[src/rtl/arrc_pkg.sv]
// Constants for the converter reset and ready control block.
// Assumes a single clock domain and a byte-wide command interface.
package arrc_pkg;
  // =====================================================================
  // Charge pump
  localparam int unsigned PUMP_DIV = 64;
  localparam int unsigned PUMP_HALF = PUMP_DIV / 2;
  // =====================================================================
  // Command recovery and command codes
  localparam int unsigned ZERO_RUN = 4;
  localparam logic [3:0] CMD_NOP = 4'h0;
  localparam logic [3:0] CMD_RD_STATUS = 4'h1;
  localparam logic [3:0] CMD_START = 4'hf;
  localparam logic [7:0] ZERO_BYTE = 8'h00;
  // =====================================================================
  // Status byte layout and configuration latch count
  localparam int unsigned STAT_READY_BIT = 7;
  localparam int unsigned CFG_COUNT = 5;
endpackage : arrc_pkg

[src/rtl/arrc_cfg_mem.sv]
// Holds the configuration latches written over the serial link.
// Assumes write strobes come from the same clock; no reset clears it.
`timescale 1ns/10ps
module arrc_cfg_mem #(
  parameter int unsigned DEPTH = 5,
  parameter int unsigned AW = 3
) (
  input wire logic clk,
  input wire logic wr_en,
  input wire logic [AW-1:0] wr_addr,
  input wire logic [7:0] wr_data,
  input wire logic [AW-1:0] rd_addr,
  output logic [7:0] rd_data
);
  logic [7:0] mem [DEPTH];

  if (DEPTH < 1 || DEPTH > (1 << AW)) begin : g_bad_depth
    $error("arrc_cfg_mem: depth does not fit the address");
  end

  // =====================================================================
  // Latches with registered read; not reset
  always_ff @(posedge clk) begin
    if (wr_en) begin
      mem[wr_addr] <= wr_data;
    end
    rd_data <= mem[rd_addr];
  end
endmodule : arrc_cfg_mem

[src/rtl/arrc_top.sv]
// Reset, recovery, ready and charge pump control of the converter.
// Assumes byte-level command traffic arrives as pulses on clk and the
// reset pin and serial input pin come from outside this clock domain.
//
// Behaviour
// - Reset low puts the serial interface in command-waiting state.
// - Reset aborts running conversion and idles the sequencer.
// - Four consecutive zero bytes return interface to command waiting.
// - Configuration latches survive reset; only serial writes change them.
// - Ready output low throughout a conversion.
// - Ready output high once a conversion completes.
// - Ready pin equals the ready flag readable over serial.
// - Charge pump clock is main clock divided by sixty-four.
// - Ready flag appears as a bit of the status byte.
// - Config write during conversion aborts it; data still latched.
`timescale 1ns/10ps
module arrc_top #(
  parameter int unsigned ZERO_RUN = arrc_pkg::ZERO_RUN,
  parameter int unsigned PUMP_DIV = arrc_pkg::PUMP_DIV
) (
  input wire logic clk,
  input wire logic reset_n,
  input wire logic reset_pin_n,
  input wire logic serial_in_pin,
  input wire logic byte_valid,
  input wire logic [7:0] byte_data,
  input wire logic conv_done,
  input wire logic [3:0] aux_in,
  output logic conversion_ready,
  output logic [7:0] status_byte,
  output logic cmd_waiting,
  output logic conv_busy,
  output logic cfg_wr_en,
  output logic [2:0] cfg_rd_addr_out,
  output logic [7:0] cfg_rd_data,
  output logic pump_clk,
  output logic serial_in_sync
);
  if (ZERO_RUN < 1 || ZERO_RUN > 14 || PUMP_DIV < 2 || PUMP_DIV > 512 ||
      PUMP_DIV % 2 != 0) begin : g_bad_params
    $error("arrc_top: parameter out of range");
  end

  typedef enum logic [2:0] {
    ARRC_CMD = 3'h1,
    ARRC_WRITE = 3'h2,
    ARRC_READ = 3'h4
  } arrc_if_t;

  typedef enum logic [1:0] {
    ARRC_IDLE = 2'h1,
    ARRC_CONV = 2'h2
  } arrc_cv_t;

  function automatic logic [1:0] arrc_len(input logic [3:0] code);
    unique case (code)
      4'h5, 4'he: arrc_len = 2'h3;
      4'ha: arrc_len = 2'h2;
      4'h0, 4'h6, 4'h7, 4'hf: arrc_len = 2'h0;
      default: arrc_len = 2'h1;
    endcase
  endfunction : arrc_len

  function automatic logic [2:0] arrc_base(input logic [3:0] code);
    unique case (code)
      4'h9: arrc_base = 3'h1;
      4'hb, 4'he: arrc_base = 3'h2;
      4'hc: arrc_base = 3'h3;
      4'hd: arrc_base = 3'h4;
      default: arrc_base = 3'h0;
    endcase
  endfunction : arrc_base

  // =====================================================================
  // Pin synchronisers
  logic [1:0] rst_meta;
  logic [1:0] next_rst_meta;
  logic [1:0] si_meta;
  logic [1:0] next_si_meta;
  logic [7:0] aux_meta;
  logic [7:0] next_aux_meta;
  logic pin_reset;

  always_comb begin
    next_rst_meta = {rst_meta[0], reset_pin_n};
    next_si_meta = {si_meta[0], serial_in_pin};
    next_aux_meta = {aux_meta[3:0], aux_in};
  end

  always_ff @(posedge clk or negedge reset_n) begin
    if (!reset_n) begin
      rst_meta <= 2'h3;
      si_meta <= 2'h0;
      aux_meta <= 8'h00;
    end else begin
      rst_meta <= next_rst_meta;
      si_meta <= next_si_meta;
      aux_meta <= next_aux_meta;
    end
  end

  assign pin_reset = ~rst_meta[1];
  assign serial_in_sync = si_meta[1];

  // =====================================================================
  // Serial command state
  arrc_if_t if_state;
  arrc_if_t next_if_state;
  logic [1:0] left;
  logic [1:0] next_left;
  logic [2:0] addr;
  logic [2:0] next_addr;
  logic [3:0] zero_cnt;
  logic [3:0] next_zero_cnt;
  logic zero_force;
  logic start_req;
  logic cfg_write;

  always_comb begin
    next_if_state = if_state;
    next_left = left;
    next_addr = addr;
    next_zero_cnt = zero_cnt;
    zero_force = 1'b0;
    start_req = 1'b0;
    cfg_write = 1'b0;
    if (byte_valid) begin
      if (byte_data == arrc_pkg::ZERO_BYTE) begin
        if (zero_cnt < 4'(ZERO_RUN)) begin
          next_zero_cnt = zero_cnt + 4'h1;
        end
        zero_force = (zero_cnt + 4'h1) >= 4'(ZERO_RUN);
      end else begin
        next_zero_cnt = 4'h0;
      end
      unique case (if_state)
        ARRC_CMD: begin
          next_left = arrc_len(byte_data[3:0]);
          next_addr = arrc_base(byte_data[3:0]);
          start_req = byte_data[3:0] == arrc_pkg::CMD_START;
          if (arrc_len(byte_data[3:0]) != 2'h0) begin
            next_if_state = byte_data[3] ? ARRC_WRITE : ARRC_READ;
          end
        end
        ARRC_WRITE, ARRC_READ: begin
          cfg_write = if_state == ARRC_WRITE;
          next_addr = addr + 3'h1;
          next_left = left - 2'h1;
          if (left == 2'h1) begin
            next_if_state = ARRC_CMD;
          end
        end
      endcase
      if (zero_force) begin
        next_if_state = ARRC_CMD;
        next_left = 2'h0;
        start_req = 1'b0;
        cfg_write = 1'b0;
      end
    end
    if (pin_reset) begin
      next_if_state = ARRC_CMD;
      next_left = 2'h0;
      next_zero_cnt = 4'h0;
      start_req = 1'b0;
      cfg_write = 1'b0;
    end
  end

  always_ff @(posedge clk or negedge reset_n) begin
    if (!reset_n) begin
      if_state <= ARRC_CMD;
      left <= 2'h0;
      addr <= 3'h0;
      zero_cnt <= 4'h0;
    end else begin
      if_state <= next_if_state;
      left <= next_left;
      addr <= next_addr;
      zero_cnt <= next_zero_cnt;
    end
  end

  assign cmd_waiting = if_state == ARRC_CMD;
  assign cfg_wr_en = cfg_write;

  // =====================================================================
  // Configuration latches
  arrc_cfg_mem #(
    .DEPTH(arrc_pkg::CFG_COUNT),
    .AW(3)
  ) u_cfg (
    .clk(clk),
    .wr_en(cfg_write),
    .wr_addr(addr),
    .wr_data(byte_data),
    .rd_addr(addr),
    .rd_data(cfg_rd_data)
  );
  assign cfg_rd_addr_out = addr;

  // =====================================================================
  // Conversion sequencer and ready flag
  arrc_cv_t cv_state;
  arrc_cv_t next_cv_state;
  logic ready;
  logic next_ready;

  always_comb begin
    next_cv_state = cv_state;
    next_ready = ready;
    unique case (cv_state)
      ARRC_IDLE: begin
        if (start_req) begin
          next_cv_state = ARRC_CONV;
          next_ready = 1'b0;
        end
      end
      ARRC_CONV: begin
        if (cfg_write) begin
          next_cv_state = ARRC_IDLE;
        end else if (conv_done) begin
          next_cv_state = ARRC_IDLE;
          next_ready = 1'b1;
        end
      end
    endcase
    if (pin_reset) begin
      next_cv_state = ARRC_IDLE;
    end
  end

  always_ff @(posedge clk or negedge reset_n) begin
    if (!reset_n) begin
      cv_state <= ARRC_IDLE;
      ready <= 1'b0;
    end else begin
      cv_state <= next_cv_state;
      ready <= next_ready;
    end
  end

  assign conv_busy = cv_state == ARRC_CONV;
  assign conversion_ready = ready;

  // =====================================================================
  // Status byte
  logic [7:0] next_status;
  always_comb begin
    next_status = {4'h0, aux_meta[7:4]};
    next_status[arrc_pkg::STAT_READY_BIT] = next_ready;
  end

  always_ff @(posedge clk or negedge reset_n) begin
    if (!reset_n) begin
      status_byte <= 8'h00;
    end else begin
      status_byte <= next_status;
    end
  end

  // =====================================================================
  // Charge pump divider
  localparam int unsigned HALF = PUMP_DIV / 2;
  logic [7:0] pump_cnt;
  logic [7:0] next_pump_cnt;
  logic next_pump_clk;

  always_comb begin
    if (pump_cnt == 8'(HALF - 1)) begin
      next_pump_cnt = 8'h00;
      next_pump_clk = ~pump_clk;
    end else begin
      next_pump_cnt = pump_cnt + 8'h01;
      next_pump_clk = pump_clk;
    end
  end

  always_ff @(posedge clk or negedge reset_n) begin
    if (!reset_n) begin
      pump_cnt <= 8'h00;
      pump_clk <= 1'b0;
    end else begin
      pump_cnt <= next_pump_cnt;
      pump_clk <= next_pump_clk;
    end
  end
endmodule : arrc_top

[config.mk]
export PLATFORM = sky130hd
export DESIGN_NAME = arrc_top
export DESIGN_NICKNAME = d
export VERILOG_FILES = /design/src/rtl/arrc_pkg.sv /design/src/rtl/arrc_cfg_mem.sv /design/src/rtl/arrc_top.sv
export SDC_FILE = /design/constraint.sdc
export NUM_CORES = 1
export LEC_CHECK = 0
export ABC_AREA = 1
export ABC_CLOCK_PERIOD_IN_PS = 6400
export BUFFER_PORTS_ARGS = -buffer_cell sky130_fd_sc_hd__buf_2
export CELL_PAD_IN_SITES_DETAIL_PLACEMENT = 1
export CELL_PAD_IN_SITES_GLOBAL_PLACEMENT = 2
export CORE_UTILIZATION = 41
export CTS_CLUSTER_SIZE = 30
export DETAILED_ROUTE_END_ITERATION = 8
export PLACE_DENSITY = 0.87
export SKIP_LAST_GASP = 1
export SYNTH_ARGS = -nofsm -noshare
export SYNTH_HDL_FRONTEND = slang
export SYNTH_SLANG_ARGS = --single-unit
[constraint.sdc]
create_clock -name clk -period 6.4 [get_ports clk]
set_input_delay 1.28 -clock clk [delete_from_list [all_inputs] [get_ports clk]]
set_output_delay 1.28 -clock clk [all_outputs]
set_load 0.05 [all_outputs]
==> results of run 1 <==
-- logic make-up (layout without fill, tap and decap cells) --
logic type | after synthesis | count (layout)
DFF | 88 | 88
AOI/OAI and AO/OA | 33 | 33
adders and majority gates | 4 | 4
other | 1 | 3
xor gates and xnor gates | 6 | 6
and+or+nand+nor | 140 | 140
buffers and inverters | 43 | 91
-- through the flow --
step / worst slack (ns) / hold WS, ns / power, mW
2_1_floorplan: 2.963 / 0.3312 / 0.9802
3_3_place_gp: 2.737 / 0.3359 / 1.080
6_report: 2.709 / 0.3552 / 1.454
3_5_place_dp: 2.711 / 0.3364 / 1.090
4_1_cts: 2.703 / 0.3581 / 1.475
5_1_grt: 2.600 / 0.3612 / 1.532
-- state kept, by name, summed over array words and instances (netlist names) --
register,cells
left,2
if_state,3
aux_meta,8
si_meta,2
cfg_rd_addr_out,3
u_cfg.mem,40
zero_cnt,4
cv_state,2
rst_meta,2
pump_cnt,8
pump_clk,1
status_byte,5
u_cfg.rd_data,8
-- per-layer routing --
metal  up-vias  part of all wire (%)  track usage [%]
met3         9                   2.5            3.270
li1       1153                     -                -
met1      1160                    44            22.42
met5         -                     0                0
met2        30                    52            33.10
met4         0                   1.4            7.338
-- worst register-to-register path: stages, from the launching register on --
cell	delay, ns
dfrtp_1	0.68
inv_1	0.27
nor3_2	0.63
inv_1	0.09
nor2_1	0.68
-- how the worst max path moves through the flow --
| stage | cells after the start | to | slack (ns) | from |
|---|---|---|---|---|
| floorplan | 7 | cfg_wr_en | 2.96 | byte_data[0] |
| global placement | 8 | cfg_wr_en | 2.74 | byte_data[0] |
| detailed placement | 8 | cfg_wr_en | 2.71 | byte_data[0] |
| CTS | 8 | cfg_wr_en | 2.70 | byte_data[0] |
| global route | 8 | cfg_wr_en | 2.60 | byte_data[0] |
| finish | 8 | cfg_wr_en | 2.71 | byte_data[0] |
-- cells in the mapped netlist (2+ instances only) --
cell,number,area share (%)
a21oi_1,5,0.70
a21oi_2,2,0.49
a22oi_1,3,0.63
a32o_1,5,1.4
buf_2,2,0.28
buf_4,4,0.84
buf_6,2,0.63
dfrtp_1,36,25
dfstp_2,4,2.9
dfxtp_1,8,4.5
edfxtp_1,40,34
ha_1,4,1.4
inv_1,29,3.0
inv_2,5,0.52
nand2_1,61,6.4
nand2_2,5,0.87
nand3_1,16,2.2
nand3_2,4,1.1
nand4_1,13,2.3
nor2_1,23,2.4
nor2_2,4,0.70
nor3_1,6,0.84
nor3_2,2,0.56
o2111ai_1,3,0.73
o21ai_0,11,1.5
o22ai_1,2,0.35
xnor2_1,3,0.73
xor2_1,3,0.73
-- power breakdown --
part | leakage, nW | internal (mW) | total (mW) | switching (mW)
logic | 0.751 | 0.0938 | 0.381 | 0.287
clock network | 0.105 | 0.176 | 0.383 | 0.207
registers | 0.917 | 0.645 | 0.690 | 0.0448
-- area by class of cell --
type | count | area (um^2)
multi-input cells | 186 | 1023
inverters | 34 | 127.6
clock buffers | 11 | 156.4
flip-flops and latches | 88 | 2367
fillers | 948 | 4280
repair buffers | 41 | 210.2
clock inverters | 5 | 43.79
well taps | 105 | 131.4
==> flow_summary.yaml, run 1 <==
timing:
  finalSetupViolations: 0
  drv_slew: 0
  tightest_slew_ns: 0.8723
  final_hold_viol_count: 0
  timing.fmax_mhz: 271.0
  rsz0062_at_grt: "false"
  relSlewSlack_pct: 41.63
  min_period_over_period_pct: 57.67
  post-route-min-period_ns: 3.691
  setup_tns_ns: 0
  clock_skew_ns: 0.01140
cts:
  cts_setup_buffers: 0
  cts_tree: "done"
  hold_buffers: 0
  clockRootBuffer: "clkbuf_8"
  htree_levels: 3
  clk_latency_ns: 0.35
  cts_buffer_depth: 2
  path_clk_slew_ns: 0.09
  cts_buffers: 9
  clock_sinks: 88
  ctsResizeCount: 0
synthesis:
  syn_avg_cell_area_um2: 11.36
  ys_types: 38
  synthArstFlopShare_pct: 45.45
  yosysWarnings: 0
  synth-edff-count: 40
  synthAdderAreaFrac_pct: 1.399
  seq_area_frac_synth_pct: 66.18
  synth_top_family_by_area: "simple AND/OR/NAND/NOR gates"
  syn_inst: 315
  synth_area_mm2: 0.003577
  synth_mux_area_share_pct: 0
  synth_seq_cells: 88
  synth_simple_gate_area_share_pct: 19.24
  synth_xor_xnor_area_share_pct: 1.469
  ys.flop_type: "edfxtp_1"
  synth-compound-area-share_pct: 6.191
cells_and_area:
  areaGrowthSynthToFinish_pct: 13.50
  mostFrequentLayoutCell: "nand2_1"
  final_cells: 470
  mostFrequentLayoutCells: "nand2_1, edfxtp_1, buf_2"
  nNetsFinal: 382
  final_area_mm2: 0.004060
  fin_util_pct: 48.68
  n_antenna_cell: 0
  drive_gt1_share_pct: 23.84
worst_setup_path:
  reg2reg_to: "u_cfg.mem[3][2]"
  worstPathCellList: "buf_2 > nor2_2 > nand2_2 > nor2_8 > nand2_4 > nand3_2 > inv_1 > buf_2"
  startpoint_type: "input pin"
  max_stage_delay_ns: 0.25
  arrival_ns: 2.41
  crit_buf_inv: 3
  reg2reg_setup_slack_ns: 3.67
  cp.required_ns: 5.12
  crit_family: "buffers and inverters"
  crit_type: "in -> out"
  cp_common_cell: "buf_2"
  end_kind: "output pin"
  crit_path_max_fanout: 13
  r2r-start: "cfg_rd_addr_out[0]"
  slowest_stage: "buf_2"
  r2r_cells: 4
floorplan:
  io_pins: 43
  initial_utilization_pct: 42.89
  die-area_mm2: 0.009102
  design.core.area_mm2: 0.008341
  die-height_um: 95.41
  rows: 33
  dieWidth_um: 95.41
global_routing:
  antenna_found_initial: 0
  track_usage_pct: 18.65
  grt_overflow: 0
  grt_max_degree: 41
  grt_pass1_wl_mm: 12.53
  grt_pass1_vias: 2583
job:
  max_cap_viol_count: 0
routing:
  first_iter_violations: 92
  drt.antenna.violating_nets: 0
  wl_mm: 7.379
  num_vias: 2352
  via_per_inst: 5.004
  wl_per_cell_um: 15.70
  first_pass_iters: 6
  drc_errors: 0
power:
  ir_drop_v: 0.0001240
  p_per_area_mw_per_mm2: 358.1
  p_leak_nw: 1.774
place:
  portBuffers: 39
  dpl.hpwl_mm: 5.210
  gp_congestion: 0.7217
  placed_area_mm2: 0.003860
  place_inst: 454
min_path:
  whs_endpoint: "aux_meta[5]"
  min_path_cells: 0
  hold_class: "reg -> reg"
  hold_start: "aux_meta[1]"
status:
  status: "complete, no violations"
Power figures use the tool's default switching activity.
==> run 2, diff against run 1 <==
--- a/config.mk
+++ b/config.mk
@@ -6,14 +6,14 @@
 export NUM_CORES = 1
 export LEC_CHECK = 0
 export ABC_AREA = 1
-export ABC_CLOCK_PERIOD_IN_PS = 6400
+export ABC_CLOCK_PERIOD_IN_PS = 3650
 export BUFFER_PORTS_ARGS = -buffer_cell sky130_fd_sc_hd__buf_2
 export CELL_PAD_IN_SITES_DETAIL_PLACEMENT = 1
 export CELL_PAD_IN_SITES_GLOBAL_PLACEMENT = 2
-export CORE_UTILIZATION = 41
+export CORE_UTILIZATION = 38
 export CTS_CLUSTER_SIZE = 30
 export DETAILED_ROUTE_END_ITERATION = 8
-export PLACE_DENSITY = 0.87
+export PLACE_DENSITY = 0.81
 export SKIP_LAST_GASP = 1
 export SYNTH_ARGS = -nofsm -noshare
 export SYNTH_HDL_FRONTEND = slang
==> constraint.sdc (replaced) <==
create_clock -name clk -period 3.65 [get_ports clk]
set_input_delay 0.73 -clock clk [delete_from_list [all_inputs] [get_ports clk]]
set_output_delay 0.73 -clock clk [all_outputs]
set_load 0.05 [all_outputs]
==> flow_summary.yaml, run 2 (same netlist as run 1, synthesis figures left out) <==
global_routing:
  grt_max_degree: 41
  grt_overflow: 0
  grt_pass1_vias: 2432
  track_usage_pct: 16.62
  grt_pass1_wl_mm: 12.02
  antenna_found_initial: 0
floorplan:
  design.core.area_mm2: 0.009196
  die-height_um: 99.03
  dieWidth_um: 99.03
  die-area_mm2: 0.009806
  io_pins: 43
  rows: 35
  initial_utilization_pct: 38.90
routing:
  drc_errors: 0
  first_iter_violations: 123
  via_per_inst: 5.006
  wl_mm: 7.390
  drt.antenna.violating_nets: 0
  wl_per_cell_um: 15.49
  first_pass_iters: 4
  num_vias: 2388
worst_setup_path:
  end_kind: "output pin"
  arrival_ns: 1.93
  crit_path_max_fanout: 9
  startpoint_type: "flop"
  crit_type: "reg -> out"
  cp.required_ns: 2.92
min_path:
  hold_class: "reg -> reg"
timing:
  rsz0062_at_grt: "false"
  finalSetupViolations: 0
  min_period_over_period_pct: 72.91
  final_hold_viol_count: 0
  drv_slew: 0
  tightest_slew_ns: 0.8878
  setup_tns_ns: 0
  timing.fmax_mhz: 375.8
  relSlewSlack_pct: 40.82
  clock_skew_ns: 0.007655
  post-route-min-period_ns: 2.661
cts:
  htree_levels: 3
  cts_tree: "done"
  cts_buffer_depth: 2
  path_clk_slew_ns: 0.08
  clockRootBuffer: "clkbuf_8"
  cts_buffers: 9
  ctsResizeCount: 0
  clock_sinks: 88
  hold_buffers: 0
  clk_latency_ns: 0.35
  cts_setup_buffers: 0
place:
  gp_congestion: 0.7664
  dpl.hpwl_mm: 5.266
  place_inst: 461
  portBuffers: 39
power:
  p_per_area_mw_per_mm2: 632.8
  p_leak_nw: 1.785
  ir_drop_v: 0.0002142
cells_and_area:
  areaGrowthSynthToFinish_pct: 14.31
  mostFrequentLayoutCell: "nand2_1"
  drive_gt1_share_pct: 23.77
  regMostFlops: "u_cfg.mem"
  final_cells: 477
  nNetsFinal: 383
  n_antenna_cell: 0
  largest_reg_flops: 40
  mostFrequentLayoutCells: "nand2_1, edfxtp_1, buf_2"
job:
  max_cap_viol_count: 0
status:
  status: "complete, no violations"
## run 2: worst max-delay path: stages (launching register included)
cell and delay, ns:
dfrtp_1 0.43, ha_1 0.22, xnor2_1 0.18, nand2_1 0.12, nand2_4 0.13, nand3_2 0.16
inv_1 0.08, buf_2 0.26
## run 2: worst paths after layout
kind,start,end,slack (ns),depth (start not counted)
min in group asynchronous,reset_n,cv_state[1],0.49,1
setup reg to reg,cfg_rd_addr_out[0],u_cfg.mem[3][0],1.30,5
hold / removal,aux_meta[1],aux_meta[5],0.35,0
setup / recovery,zero_cnt[0],cfg_wr_en,0.99,7
max in group asynchronous,reset_n,status_byte[3],2.60,1
hold reg to reg,aux_meta[1],aux_meta[5],0.35,0
## run 2: area by class of cell
cell class / instances / area, um^2
well taps: 111 / 138.9
fillers: 1025 / 5107
clock buffers: 11 / 152.6
flip-flops and latches: 88 / 2367
inverters: 34 / 127.6
multi-input cells: 186 / 1023
repair buffers: 42 / 217.7
clock inverters: 5 / 61.31
## run 2: power by group
group	total [mW]	switching (mW)	internal [mW]
clock	0.715	0.351	0.364
sequential	1.21	0.0767	1.13
combinational	0.665	0.498	0.167
## run 2: metrics by stage
stage          worst slack, ns  hold slack, ns  instance area (um^2)  total power, mW  util, %
2_1_floorplan            1.313          0.3312                  3585            1.719        -
3_3_place_gp             1.078          0.3351                  3875            1.897    42.14
3_5_place_dp             1.005          0.3364                  3875            1.911    42.14
4_1_cts                 0.9500          0.3569                  4089            2.627    44.46
5_1_grt                 0.8063          0.3625                  4089            2.720    44.46
6_report                0.9887          0.3525                  4089            2.587    44.46
## run 2: layer usage
metal | routed length, um | up-vias | track usage [%] | share of wire, %
met1 | 3218 | 1186 | 19.32 | 44
met2 | 3843 | 36 | 29.48 | 52
met3 | 208 | 8 | 4.539 | 2.8
met5 | 0 | - | 0 | 0
li1 | - | 1158 | - | -
met4 | 119 | 0 | 5.741 | 1.6
